File: src/rtl/pmpw_pkg.sv
// Shared constants, types and decode functions for the command register logic
package pmpw_pkg;
   localparam logic [7:0] CMD_PAGE = 8'h00;
   localparam logic [7:0] CMD_OPERATION = 8'h01;
   localparam logic [7:0] CMD_ONOFF_CFG = 8'h02;
   localparam logic [7:0] CMD_CLEAR_FAULTS = 8'h03;
   localparam logic [7:0] CMD_WRITE_LOCK = 8'h10;
   localparam logic [7:0] CMD_STORE_ALL = 8'h15;
   localparam logic [7:0] CMD_RESTORE_ALL = 8'h16;
   localparam logic [7:0] CMD_STATUS = 8'h78;
   localparam int PAGE_ALL_BIT = 7;
   localparam int PAGE_IDX_BIT = 0;
   localparam int OP_ON_BIT = 7;
   localparam int OP_MRG_HI = 5;
   localparam int OP_MRG_LO = 2;
   localparam int CFG_PU_BIT = 4;
   localparam int CFG_CMD_BIT = 3;
   localparam int CFG_CPR_BIT = 2;
   localparam int CFG_POL_BIT = 1;
   localparam int WP_B5 = 5;
   localparam int WP_B6 = 6;
   localparam int WP_B7 = 7;
   localparam int ST_OFF_BIT = 6;
   localparam int ST_CML_BIT = 1;
   localparam int ST_FAULT_BIT = 0;
   localparam logic [7:0] PAGE_WR_MASK = 8'h81;
   localparam logic [7:0] OP_WR_MASK = 8'hBC;
   localparam logic [7:0] CFG_WR_MASK = 8'h1E;
   localparam logic [7:0] WP_WR_MASK = 8'hE0;
   localparam logic [7:0] CFG_RESET = 8'h16;
   localparam logic [7:0] OP_RESET = 8'h00;
   localparam logic [7:0] WP_RESET = 8'h00;
   localparam logic [7:0] BYTE_ZERO = 8'h00;
   localparam logic [3:0] MRG_LOW_IGN = 4'h5;
   localparam logic [3:0] MRG_LOW_ACT = 4'h6;
   localparam logic [3:0] MRG_HIGH_IGN = 4'h9;
   localparam logic [3:0] MRG_HIGH_ACT = 4'hA;
   localparam logic [1:0] MRG_OFF_TOP = 2'h0;
   localparam logic [1:0] NVM_LAST = 2'h2;
   localparam logic [1:0] CNT_ONE = 2'h1;
   localparam logic [1:0] CNT_ZERO = 2'h0;

   typedef enum logic [1:0] {MRG_OFF = 2'b00, MRG_LOW = 2'b01, MRG_HIGH = 2'b10} pmpw_margin_e;
   typedef enum logic [1:0] {ST_LOAD = 2'b00, ST_IDLE = 2'b01, ST_SAVE = 2'b10} pmpw_state_e;
   typedef struct packed {logic valid; logic write; logic [7:0] code; logic [7:0] wdata;} pmpw_req_s;
   typedef struct packed {logic valid; logic ack; logic [7:0] rdata;} pmpw_rsp_s;
   typedef struct packed {
      logic on; logic pu; logic cmd; logic cpr; logic pol; pmpw_margin_e margin; logic act;
   } pmpw_chan_ctl_s;

   function automatic logic margin_known(logic [3:0] m);
      return (m[3:2] == MRG_OFF_TOP) || (m == MRG_LOW_IGN) || (m == MRG_LOW_ACT) ||
             (m == MRG_HIGH_IGN) || (m == MRG_HIGH_ACT);
   endfunction : margin_known

   function automatic pmpw_margin_e margin_decode(logic [3:0] m);
      if (m == MRG_LOW_IGN || m == MRG_LOW_ACT) return MRG_LOW;
      if (m == MRG_HIGH_IGN || m == MRG_HIGH_ACT) return MRG_HIGH;
      return MRG_OFF;
   endfunction : margin_decode

   function automatic logic wp_legal(logic [7:0] w);
      return !((w[WP_B5] & w[WP_B6]) | (w[WP_B5] & w[WP_B7]) | (w[WP_B6] & w[WP_B7]));
   endfunction : wp_legal

   function automatic logic wp_allows(logic [7:0] w, logic [7:0] code);
      if (code == CMD_WRITE_LOCK) return 1'b1;
      if (w[WP_B7]) return 1'b0;
      if (w[WP_B6]) return (code == CMD_PAGE) || (code == CMD_OPERATION);
      if (w[WP_B5]) return (code == CMD_PAGE) || (code == CMD_OPERATION) || (code == CMD_ONOFF_CFG);
      return 1'b1;
   endfunction : wp_allows
endpackage : pmpw_pkg

File: src/rtl/pmpw_nvm.sv
// Non-volatile store of the start-up configuration and write lock bytes
`timescale 1ns/1ps
module pmpw_nvm (
   // Clock
   input wire logic clk_sys,
   // Write port
   input wire logic we,
   input wire logic [1:0] waddr,
   input wire logic [7:0] wdata,
   // Read port
   input wire logic [1:0] raddr,
   output logic [7:0] rdata
);
   import pmpw_pkg::*;

   typedef struct packed {logic [3:0][7:0] mem; logic [7:0] rdata;} pmpw_nvm_s;

   // Contents survive reset on purpose; they model the stored defaults
   pmpw_nvm_s st_reg = '{mem: {BYTE_ZERO, WP_RESET, CFG_RESET, CFG_RESET}, rdata: BYTE_ZERO};
   pmpw_nvm_s st_next;

   always_comb begin
      st_next = st_reg;
      if (we) begin
         st_next.mem[waddr] = wdata;
      end
      st_next.rdata = st_reg.mem[raddr];
   end

   always_ff @(posedge clk_sys) begin
      st_reg <= st_next;
   end

   assign rdata = st_reg.rdata;
endmodule : pmpw_nvm

File: src/rtl/pmpw_chan.sv
// Per-channel on/off decision, fault latch-off and margin selection
`timescale 1ns/1ps
module pmpw_chan (
   // Clock and reset
   input wire logic clk_sys,
   input wire logic rst_n,
   // Control
   input wire pmpw_pkg::pmpw_chan_ctl_s ctl,
   input wire logic boot_done,
   input wire logic pin,
   input wire logic fault,
   input wire logic power_ok,
   // Power stage
   output logic gate_en,
   output pmpw_pkg::pmpw_margin_e margin,
   output logic act_on_fault
);
   import pmpw_pkg::*;

   typedef struct packed {logic latched; logic gate_en; pmpw_margin_e margin; logic act;} pmpw_chan_s;

   pmpw_chan_s st_reg;
   pmpw_chan_s st_next;
   logic pin_on;
   logic run;

   always_comb begin
      st_next = st_reg;
      pin_on = ctl.pol ? pin : ~pin;
      run = ~ctl.pu | ((~ctl.cmd | ctl.on) & (~ctl.cpr | pin_on));
      if (!run) begin
         st_next.latched = 1'b0;
      end else if (fault && ctl.act && st_reg.gate_en) begin
         st_next.latched = 1'b1;
      end
      // Pin release drops run; the ramp-down delay belongs to the sequencer
      st_next.gate_en = boot_done & power_ok & run & ~st_next.latched & ~(fault & ctl.act);
      st_next.margin = ctl.margin;
      st_next.act = ctl.act;
   end

   always_ff @(posedge clk_sys) begin
      if (!rst_n) begin
         st_reg <= '{latched: 1'b0, gate_en: 1'b0, margin: MRG_OFF, act: 1'b1};
      end else begin
         st_reg <= st_next;
      end
   end

   assign gate_en = st_reg.gate_en;
   assign margin = st_reg.margin;
   assign act_on_fault = st_reg.act;
endmodule : pmpw_chan

File: src/rtl/pmpw_top.sv
// Command register logic: page, operation, start-up policy, fault clear, write lock
// Notes on behaviour
// - Page bit 7 all-channels, bit 0 index; value 10 ignored entirely.
// - With both channels selected, reads return first channel data.
// - Writes to read-only registers or bits are dropped silently.
// - Operation on bit 0 holds drivers off; 1 allows start without fault.
// - Margin field decodes off, low or high; low and high each ignore or act on faults, off always acts.
// - A channel keeps its mode until a new command or pin change.
// - Start-up config bits 4..0 with defaults 1,0,1,1,0; bits 7..5 unused.
// - Policy bit 0 starts with power; 1 waits for pin and command.
// - Command-response bit decides whether the operation on bit is obeyed.
// - Pin-response bit decides whether the control pin must be asserted.
// - Pin polarity changes only after store and a power cycle.
// - Pin-action bit fixed 0: pin release turns off with programmed delay; here gate_enable drops on the next clock.
// - Clear faults wipes selected page status; the alert releases once no fault or communication bit of either channel is set.
// - Clearing faults never restarts a latched-off channel.
// - A persisting fault sets its bit again at once and alerts.
// - Page, operation, config, lock and status stay readable under any write lock.
// - Lock bit 5 allows only lock, page, operation and config writes.
// - Lock bit 6 allows only lock, page and operation writes.
// - Lock bit 7 allows only writes to the lock register.
// - Several lock bits at once is invalid: alert and communication fault.
// - Config and lock bytes can be stored as power-up defaults.
// - Clear faults carries no data and acts on the code alone.
`timescale 1ns/1ps
module pmpw_top (
   // Clock and reset
   input wire logic clk_sys,
   input wire logic rst_n,
   // Command port
   input wire pmpw_pkg::pmpw_req_s cmd_req,
   output pmpw_pkg::pmpw_rsp_s cmd_rsp,
   // Channel inputs
   input wire logic [1:0] channel_control_pin,
   input wire logic [1:0] fault_present,
   input wire logic power_ok,
   // Power stage
   output logic [1:0] gate_enable,
   output pmpw_pkg::pmpw_margin_e [1:0] margin_mode,
   output logic [1:0] margin_act_on_fault,
   // Alert
   output logic smbalert_n
);
   import pmpw_pkg::*;

   typedef struct packed {
      pmpw_state_e fsm;
      logic [1:0] cnt;
      logic restore;
      logic page_all;
      logic page_idx;
      logic [1:0][7:0] op;
      logic [1:0][7:0] cfg;
      logic [7:0] wp;
      logic [1:0] pol_active;
      logic [1:0] fault_st;
      logic [1:0] cml_st;
      pmpw_rsp_s rsp;
      logic alert_n;
   } pmpw_top_s;

   localparam pmpw_top_s TOP_RESET = '{
      fsm: ST_LOAD,
      cnt: CNT_ZERO,
      restore: 1'b0,
      page_all: 1'b0,
      page_idx: 1'b0,
      op: {OP_RESET, OP_RESET},
      cfg: {CFG_RESET, CFG_RESET},
      wp: WP_RESET,
      pol_active: 2'b11,
      fault_st: 2'b00,
      cml_st: 2'b00,
      rsp: '0,
      alert_n: 1'b1
   };

   pmpw_top_s r;
   pmpw_top_s n;
   logic mem_we;
   logic [1:0] mem_waddr;
   logic [7:0] mem_wdata;
   logic [1:0] mem_raddr;
   logic [7:0] mem_rdata;
   logic [1:0] tgt;
   logic rch;
   logic boot_done;
   logic [1:0] chan_gate;
   // Unpacked so each generate branch owns its own element
   pmpw_chan_ctl_s ctl [2];

   // Status byte of one channel; unit-off follows the live gate state
   function automatic logic [7:0] status_byte(logic off, logic cml, logic flt);
      logic [7:0] s;
      s = BYTE_ZERO;
      s[ST_OFF_BIT] = off;
      s[ST_CML_BIT] = cml;
      s[ST_FAULT_BIT] = flt;
      return s;
   endfunction : status_byte

   function automatic logic cmd_known(logic [7:0] code);
      return (code == CMD_PAGE) || (code == CMD_OPERATION) || (code == CMD_ONOFF_CFG) ||
             (code == CMD_CLEAR_FAULTS) || (code == CMD_WRITE_LOCK) ||
             (code == CMD_STORE_ALL) || (code == CMD_RESTORE_ALL) || (code == CMD_STATUS);
   endfunction : cmd_known

   always_comb begin
      tgt = r.page_all ? 2'b11 : (r.page_idx ? 2'b10 : 2'b01);
      rch = r.page_all ? 1'b0 : r.page_idx;
   end

   always_comb begin
      n = r;
      n.rsp = '0;
      mem_we = 1'b0;
      mem_waddr = r.cnt;
      mem_wdata = BYTE_ZERO;
      mem_raddr = r.cnt;

      case (r.fsm)
         ST_LOAD: begin
            // Read data lag one cycle behind the address
            if (r.cnt == CNT_ONE) begin
               n.cfg[0] = mem_rdata & CFG_WR_MASK;
               if (!r.restore) begin
                  n.pol_active[0] = mem_rdata[CFG_POL_BIT];
               end
            end else if (r.cnt == NVM_LAST) begin
               n.cfg[1] = mem_rdata & CFG_WR_MASK;
               if (!r.restore) begin
                  n.pol_active[1] = mem_rdata[CFG_POL_BIT];
               end
            end else if (r.cnt != CNT_ZERO) begin
               n.wp = mem_rdata & WP_WR_MASK;
            end
            if (r.cnt == (NVM_LAST + CNT_ONE)) begin
               n.fsm = ST_IDLE;
               n.cnt = CNT_ZERO;
               n.restore = 1'b0;
            end else begin
               n.cnt = r.cnt + CNT_ONE;
            end
         end
         ST_SAVE: begin
            mem_we = 1'b1;
            if (r.cnt == NVM_LAST) begin
               mem_wdata = r.wp;
               n.fsm = ST_IDLE;
               n.cnt = CNT_ZERO;
            end else begin
               mem_wdata = r.cfg[r.cnt[0]];
               n.cnt = r.cnt + CNT_ONE;
            end
         end
         default: begin
            n.fsm = ST_IDLE;
         end
      endcase

      if (cmd_req.valid) begin
         n.rsp.valid = 1'b1;
         n.rsp.ack = 1'b1;
         if (r.fsm != ST_IDLE) begin
            // Busy with a store or load: commands are refused, not queued
            n.rsp.ack = 1'b0;
         end else if (!cmd_known(cmd_req.code)) begin
            n.rsp.ack = 1'b0;
            n.cml_st = r.cml_st | tgt;
         end else if (!cmd_req.write) begin
            // Reads are never gated by the write lock
            if (cmd_req.code == CMD_PAGE) begin
               n.rsp.rdata[PAGE_ALL_BIT] = r.page_all;
               n.rsp.rdata[PAGE_IDX_BIT] = r.page_idx;
            end else if (cmd_req.code == CMD_OPERATION) begin
               n.rsp.rdata = r.op[rch];
            end else if (cmd_req.code == CMD_ONOFF_CFG) begin
               n.rsp.rdata = r.cfg[rch];
            end else if (cmd_req.code == CMD_WRITE_LOCK) begin
               n.rsp.rdata = r.wp;
            end else if (cmd_req.code == CMD_STATUS) begin
               n.rsp.rdata = status_byte(~chan_gate[rch], r.cml_st[rch], r.fault_st[rch]);
            end else begin
               n.rsp.ack = 1'b0;
            end
         end else if (!wp_allows(r.wp, cmd_req.code)) begin
            n.rsp.ack = 1'b0;
            n.cml_st = r.cml_st | tgt;
         end else if (cmd_req.code == CMD_PAGE) begin
            if (cmd_req.wdata[PAGE_ALL_BIT] && !cmd_req.wdata[PAGE_IDX_BIT]) begin
               n.page_all = r.page_all;
            end else begin
               n.page_all = cmd_req.wdata[PAGE_ALL_BIT];
               n.page_idx = cmd_req.wdata[PAGE_IDX_BIT];
            end
         end else if (cmd_req.code == CMD_OPERATION) begin
            if (margin_known(cmd_req.wdata[OP_MRG_HI:OP_MRG_LO])) begin
               for (int c = 0; c < 2; c++) begin
                  if (tgt[c]) begin
                     n.op[c] = cmd_req.wdata & OP_WR_MASK;
                  end
               end
            end else begin
               n.rsp.ack = 1'b0;
               n.cml_st = r.cml_st | tgt;
            end
         end else if (cmd_req.code == CMD_ONOFF_CFG) begin
            for (int c = 0; c < 2; c++) begin
               if (tgt[c]) begin
                  n.cfg[c] = cmd_req.wdata & CFG_WR_MASK;
               end
            end
         end else if (cmd_req.code == CMD_CLEAR_FAULTS) begin
            // Data byte is not looked at
            n.fault_st = r.fault_st & ~tgt;
            n.cml_st = r.cml_st & ~tgt;
         end else if (cmd_req.code == CMD_WRITE_LOCK) begin
            if (wp_legal(cmd_req.wdata)) begin
               n.wp = cmd_req.wdata & WP_WR_MASK;
            end else begin
               n.rsp.ack = 1'b0;
               n.cml_st = r.cml_st | tgt;
            end
         end else if (cmd_req.code == CMD_STORE_ALL) begin
            n.fsm = ST_SAVE;
            n.cnt = CNT_ZERO;
         end else if (cmd_req.code == CMD_RESTORE_ALL) begin
            n.fsm = ST_LOAD;
            n.cnt = CNT_ZERO;
            n.restore = 1'b1;
         end
         // Status register writes fall through here and are dropped
      end

      // Sets come after clears so a live fault survives the clear
      n.fault_st = n.fault_st | fault_present;
      n.alert_n = ~|(n.fault_st | n.cml_st);
   end

   always_ff @(posedge clk_sys) begin
      if (!rst_n) begin
         r <= TOP_RESET;
      end else begin
         r <= n;
      end
   end

   assign boot_done = (r.fsm != ST_LOAD);

   pmpw_nvm u_nvm (
      .clk_sys(clk_sys),
      .we(mem_we),
      .waddr(mem_waddr),
      .wdata(mem_wdata),
      .raddr(mem_raddr),
      .rdata(mem_rdata)
   );

   for (genvar g = 0; g < 2; g++) begin : g_chan
      always_comb begin
         ctl[g].on = r.op[g][OP_ON_BIT];
         ctl[g].pu = r.cfg[g][CFG_PU_BIT];
         ctl[g].cmd = r.cfg[g][CFG_CMD_BIT];
         ctl[g].cpr = r.cfg[g][CFG_CPR_BIT];
         ctl[g].pol = r.pol_active[g];
         ctl[g].margin = margin_decode(r.op[g][OP_MRG_HI:OP_MRG_LO]);
         ctl[g].act = !((r.op[g][OP_MRG_HI:OP_MRG_LO] == MRG_LOW_IGN) ||
                        (r.op[g][OP_MRG_HI:OP_MRG_LO] == MRG_HIGH_IGN));
      end

      pmpw_chan u_chan (
         .clk_sys(clk_sys),
         .rst_n(rst_n),
         .ctl(ctl[g]),
         .boot_done(boot_done),
         .pin(channel_control_pin[g]),
         .fault(fault_present[g]),
         .power_ok(power_ok),
         .gate_en(chan_gate[g]),
         .margin(margin_mode[g]),
         .act_on_fault(margin_act_on_fault[g])
      );
   end

   assign gate_enable = chan_gate;
   assign cmd_rsp = r.rsp;
   assign smbalert_n = r.alert_n;
endmodule : pmpw_top

File: config.mk
export PLATFORM = sky130hd
export DESIGN_NAME = pmpw_top
export DESIGN_NICKNAME = d
export VERILOG_FILES = /design/src/rtl/pmpw_pkg.sv /design/src/rtl/pmpw_nvm.sv /design/src/rtl/pmpw_chan.sv /design/src/rtl/pmpw_top.sv
export SDC_FILE = /design/constraint.sdc
export NUM_CORES = 1
export LEC_CHECK = 0
export BUFFER_PORTS_ARGS = -buffer_cell sky130_fd_sc_hd__buf_2
export CAP_MARGIN = 20
export CORE_ASPECT_RATIO = 0.9
export CORE_MARGIN = 4
export CORE_UTILIZATION = 53
export CTS_BUF_LIST = sky130_fd_sc_hd__clkbuf_8
export DETAILED_ROUTE_END_ITERATION = 7
export GPL_ROUTABILITY_DRIVEN = 0
export GPL_TIMING_DRIVEN = 0
export PLACE_DENSITY = 0.76
export SLEW_MARGIN = 20
export SYNTH_ARGS = -nofsm -noshare
export SYNTH_HDL_FRONTEND = slang
export SYNTH_SLANG_ARGS = --single-unit
File: constraint.sdc
create_clock -name clk_sys -period 3.45 [get_ports clk_sys]
set_input_delay 0.345 -clock clk_sys [delete_from_list [all_inputs] [get_ports clk_sys]]
set_output_delay 0.345 -clock clk_sys [all_outputs]
set_load 0.05 [all_outputs]
==> qor.csv, run 1 <==
stage,metric,value,unit
worst_setup_path,critical_path.max_fanout,10,
worst_setup_path,crit_type,reg2reg,
routing,wl,11.4,mm
timing,setup_viol,0,
cells_and_area,final_cell_mix,"75 x dfxtp_1, 51 x nor2_1, 51 x nand2_1",
routing,vias,3769,
die,core,8770,µm²
cells_and_area,final_nets,562,
synth,synth_top_area_share,0.309,
flow_run,maxCapViolCount,0,
pwr,cellLeakagePower,1.94,nW
clocking,cts_tree,done,
cells_and_area,diodes,0,
timing,fin_setup_tns,0,ns
pwr,peakVddDrop,0.425,mV
clocking,clock-sinks,103,
placed_design,place_inst,639,
pwr,power_density,494,nW/µm²
timing,fmax,0.340,GHz
timing,whs,0.226,ns
worst_setup_path,worst_setup_path_end_kind,register,
synth,yosys_warnings,0,
clocking,insertion_delay,0.38,ns
die,rows,32,
global_routing,grt_overflow,0,
routing,antenna_left,0,
placed_design,dp_hpwl,8.57,mm
timing,drv_slew,0,
global_routing,grt_pass1_vias,3535,
routing,drc_errors,0,
clocking,clockBufferDepth,2,
die,die_w,109,µm
synth,syn-num-nets,511,
routing,avgViaCountPerCell,5.75,
synth,post-synth-top-area-cell,dfxtp_1,
run_status,status,completed,
cells_and_area,finalInstanceArea,5420,µm²
cells_and_area,final_common_cell,dfxtp_1,
global_routing,antenna_found_initial,0,
placed_design,place_area,5220,µm²
timing,post-route-period-util,0.853,
synth,syn_area,4870,µm²
cells_and_area,area_growth,11.3,%
clocking,cts.reportedPaths.clkPinSlew,0.10,ns
synth,ys_types,57,
clocking,post_cts_buffers,0,
global_routing,grt_pass1_wl,18.2,mm
clocking,cts_made_buffers,9,
cells_and_area,layoutNonFillerInstCount,655,
cells_and_area,largest_reg_flops,35,
die,dieArea,10800,µm²
timing,min_period,2.94,ns
min_path,hold_path_class,in2reg,
synth,synth_area_per_cell,10.1,µm²
synth,synthArstFlopShare,0,
worst_setup_path,crit_arrival,3.23,ns
worst_setup_path,critical_path.startpoint_type,register,
synth,synth-edff-count,28,
placed_design,port_buffers,40,
global_routing,grt_max_degree,18,
routing,wire_per_inst,17.4,µm
global_routing,track_usage,0.218,
die,die_h,98.9,µm
timing,relSlewSlack,0.356,
synth,synth.area.top_cells,"dfxtp_1 31%, edfxtp_1 17%, mux2i_1 8.0%, nand2_1 3.9%, nor2_1 3.9%",
worst_setup_path,critical_path_required,3.74,ns
synth,synth_flop_cell,dfxtp_1,
die,ios,44,
synth,netlist_instances,480,
cells_and_area,fillers,748,
timing,skew,0.0129,ns
synth,synth_seq_cells,103,
timing,worst_pin_slew,0.963,ns
routing,first_pass_iters,6,
synth,seq_area_frac_synth,0.481,
die,start_util,0.555,
timing,rsz0062_at_grt,no,
pwr,power,0.00268,W
routing,drt_first_iter_violations,215,
cells_and_area,drive_gt1_frac,0.200,
clocking,htreeDepth,3,
timing,hold_violations,0,
clocking,cts_root_buffer,clkbuf_8,
[power breakdown]
group          switching, W  internal (W)
Combinational      0.000334      0.000233
Sequential        0.0000634       0.00130
Clock              0.000415      0.000336
Total              0.000812       0.00187
[metrics by stage]
| stage | worst slack, ns | utilization |
|---|---|---|
| after global routing | 0.167 | 0.618 |
| after detailed placement | 0.0314 | 0.595 |
| after global placement | 0.0621 | 0.595 |
| after CTS | 0.241 | 0.617 |
| final | 0.506 | 0.618 |
| after floorplan | 0.631 | - |
[layer usage]
| metal | track usage | up-vias | part of all wire |
|---|---|---|---|
| met2 | 0.331 | 150 | 0.46 |
| met5 | 0 | - | 0 |
| li1 | - | 1814 | - |
| met1 | 0.304 | 1770 | 0.44 |
| met4 | 0.0748 | 0 | 0.028 |
| met3 | 0.0544 | 35 | 0.074 |
[synth_stat cells (all sizes together), types with 8 or more instances]
master / count
mux2: 8
a211oi: 8
buf: 22
nand2: 51
edfxtp: 28
and2: 20
dfxtp: 75
mux2i: 39
nor2: 51
or3: 10
a21oi: 25
clkbuf: 20
[final timing paths]
kind	start	to	slack [ns]	depth (start not counted)
setup / recovery	mem_raddr[0]	r[23]	0.51	8
hold / removal	cmd_req[17]	cmd_rsp[9]	0.23	2
setup reg to reg	mem_raddr[0]	r[23]	0.51	8
hold reg to reg	g_chan[1].u_chan.st_reg[4]	g_chan[1].u_chan.gate_en	0.44	1
[repair_timing]
action | 4_1_cts | 5_1_grt
hold endpoints to repair | 0 | 0
resized for setup | 1 | 1
setup endpoints to repair | 3 | 3
hold buffers | 0 | 0
[kinds of logic (layout without fill, tap and decap cells)]
group / count (synthesis) / in the layout / synth area share
and+or+nand+nor: 189 / 189 / 0.206
DFF: 103 / 103 / 0.481
AOI/OAI and AO/OA: 71 / 71 / 0.0980
muxes: 54 / 54 / 0.131
buffers and inverters: 49 / 105 / 0.0535
adders and majority gates: 7 / 7 / 0.0175
xor gates and xnor gates: 7 / 7 / 0.0126
[layout make-up]
class,instances,area [µm²],share of cell area
sequential,103,2340,0.432
multi-input combinational,328,2270,0.419
buffer,42,235,0.0434
timing repair buffer,40,200,0.0370
tap,119,149,0.0275
clock buffer,9,124,0.0229
clock inverter,7,71.3,0.0132
inverter,7,26.3,0.00485
[worst max-delay path: stages (launching register included)]
cell	delay, ns
dfxtp_1	0.40
clkbuf_1	0.51
buf_2	0.41
inv_1	0.13
ha_1	0.22
clkbuf_1	0.23
nor4_2	0.53
mux2i_1	0.15
a211oi_1	0.26
Note: power is estimated with default switching activity, not from simulation.
==> run 2, diff against run 1 <==
--- a/config.mk
+++ b/config.mk
@@ -10,3 +10,3 @@
 export CORE_ASPECT_RATIO = 0.9
-export CORE_MARGIN = 4
+export CORE_MARGIN = 2
 export CORE_UTILIZATION = 53
--- a/constraint.sdc
+++ b/constraint.sdc
@@ -3,2 +3,2 @@
 set_output_delay 0.345 -clock clk_sys [all_outputs]
-set_load 0.05 [all_outputs]
+set_load 0.005 [all_outputs]
==> run 2 against run 1 <==
Against the previous run: largest cell class unchanged; utilization down 1.5 points; critical endpoint is now r[22]; critical path type unchanged; critical path depth unchanged; sequential power about the same.
==> qor.csv, run 2 (synthesis gave the netlist of run 1 again) <==
stage,metric,value,unit
global_routing,grt_max_degree,19,
timing,relSlewSlack,0.374,
clocking,htreeDepth,3,
cells_and_area,drive_gt1_frac,0.198,
pwr,cellLeakagePower,1.95,nW
cells_and_area,layoutNonFillerInstCount,658,
worst_setup_path,r2r_start,mem_raddr[0],
timing,fin_ws,0.258,ns
pwr,pwr-share-seq,0.509,
die,rows,33,
worst_setup_path,crit_arrival,3.47,ns
pwr,power_density,493,nW/µm²
clocking,clockBufferDepth,2,
min_path,hp-start,cmd_req[1],
die,die_h,94.9,µm
global_routing,track_usage,0.234,
die,die_w,105,µm
timing,skew,0.0116,ns
flow_run,maxCapViolCount,0,
timing,rsz0062_at_grt,no,
routing,vias,3739,
worst_setup_path,cp_num_buf_inv,4,
worst_setup_path,worst_setup_path_end_kind,register,
clocking,clock-sinks,103,
worst_setup_path,critical_path_required,3.73,ns
clocking,cts_made_buffers,9,
clocking,post_cts_buffers,0,
routing,drt_first_iter_violations,219,
pwr,p_sw_frac,0.300,
clocking,cts_tree,done,
routing,wire_per_inst,17.0,µm
cells_and_area,fillers,778,
global_routing,grt_overflow,0,
pwr,peakVddDrop,0.409,mV
clocking,hold_buffers,0,
global_routing,met2_usage,0.388,
global_routing,grt_pass1_vias,3664,
routing,first_pass_iters,5,
die,core,9000,µm²
global_routing,grt_use_met1,0.295,
cells_and_area,seqCellArea,2340,µm²
timing,min_period,3.19,ns
placed_design,place_ws,-0.0522,ns
clocking,cts_resized,1,
pwr,p_clk_frac,0.285,
timing,fmax,0.313,GHz
cells_and_area,final_common_cell,dfxtp_1,
clocking,cts.reportedPaths.clkPinSlew,0.10,ns
worst_setup_path,crit_type,reg2reg,
min_path,hold_path_class,in2reg,
cells_and_area,diodes,0,
timing,post-route-period-util,0.925,
routing,antenna_left,0,
global_routing,antenna_found_initial,0,
routing,avgViaCountPerCell,5.68,
die,start_util,0.541,
worst_setup_path,critical_path.max_fanout,10,
timing,hold_violations,0,
routing,drc_errors,0,
die,dieArea,9960,µm²
run_status,status,completed,
cells_and_area,multi_input_area,2260,µm²
clocking,cts_root_buffer,clkbuf_8,
cells_and_area,final_nets,562,
worst_setup_path,slowest_stage,nor4_1,
cells_and_area,final_cell_mix,"75 x dfxtp_1, 51 x nor2_1, 51 x nand2_1",
pwr,combinationalPowerShare,0.206,
routing,wl,11.2,mm
worst_setup_path,cpLargestDelayFamily,buffers and inverters,
global_routing,grt_busiest_layer,met2,
worst_setup_path,critPathMostFrequentCell,clkbuf_1,
global_routing,grt_pass1_wl,18.0,mm
cells_and_area,final_util,0.603,
timing,setup_viol,0,
worst_setup_path,path_cells,clkbuf_1 > buf_2 > inv_1 > ha_1 > clkbuf_1 > nor4_1 > mux2i_1 > a211oi_1,
die,ios,44,
pwr,internal_power,0.00187,W
cells_and_area,area_growth,11.5,%
worst_setup_path,cp-startpoint,mem_raddr[0],
clocking,insertion_delay,0.37,ns
timing,worst_pin_slew,0.936,ns
pwr,power_switching,0.000802,W
cells_and_area,largest_reg_flops,35,
worst_setup_path,critical_path.startpoint_type,register,
placed_design,dp_hpwl,8.52,mm
worst_setup_path,cp_slowest_stage_delay,0.73,ns
timing,drv_slew,0,
global_routing,grt_use_met3,0.0594,
placed_design,place_inst,642,
placed_design,port_buffers,40,
[run 2: changes by cell type in the layout (fill, tap and decap cells not counted)]
cell | before | now
clkinv_4 | 0 | 3
clkinvlp_4 | 2 | 0
clkinvlp_2 | 1 | 0
inv_6 | 2 | 1
inv_8 | 0 | 1
nor4_1 | 3 | 4
nor4_2 | 2 | 1
[run 2: area by class of cell]
cell class,count,share of cell area
plain buffers,42,0.0434
clock buffers,9,0.0228
flip-flops and latches,103,0.432
multi-input cells,328,0.417
inverters,7,0.00484
well taps,122,0.0281
repair buffers,40,0.0369
clock inverters,7,0.0148
[run 2: power by group through the flow]
stage                     Combinational, W  Sequential, W  Clock [W]
after global placement            0.000530        0.00138          0
after CTS                         0.000549        0.00136   0.000780
after floorplan                   0.000413        0.00136          0
after detailed placement          0.000545        0.00139          0
after global routing              0.000610        0.00137   0.000821
final                             0.000552        0.00136   0.000761
[run 2: worst paths after layout]
check / to / slack [ns] / cells after the start
hold reg to reg: g_chan[1].u_chan.gate_en / 0.45 / 1
hold / removal: r[34] / 0.24 / 3
setup / recovery: r[22] / 0.26 / 8
setup reg to reg: r[22] / 0.26 / 8
[run 2: through the flow]
| stage | instance area [µm²] | TNS [ns] | hold WS, ns | power (W) |
|---|---|---|---|---|
| 3_5_place_dp | 5220 | -0.141 | 0.425 | 0.00193 |
| 4_1_cts | 5420 | 0 | 0.211 | 0.00269 |
| 6_report | 5420 | 0 | 0.237 | 0.00267 |
| 5_1_grt | 5420 | 0 | 0.232 | 0.00280 |
| 3_3_place_gp | 5220 | 0 | 0.407 | 0.00191 |
| 2_1_floorplan | 4870 | 0 | 0.399 | 0.00177 |
[run 2: routing by layer]
layer  vias up  part of all wire
met5         -                 0
li1       1804                 -
met1      1775              0.45
met3        27             0.061
met2       133              0.47
met4         0             0.026
[run 2: worst register-to-register path: stages, from the launching register on]
cell	delay, ns
dfxtp_1	0.40
clkbuf_1	0.51
buf_2	0.41
inv_1	0.14
ha_1	0.23
clkbuf_1	0.25
nor4_1	0.73
mux2i_1	0.16
a211oi_1	0.26
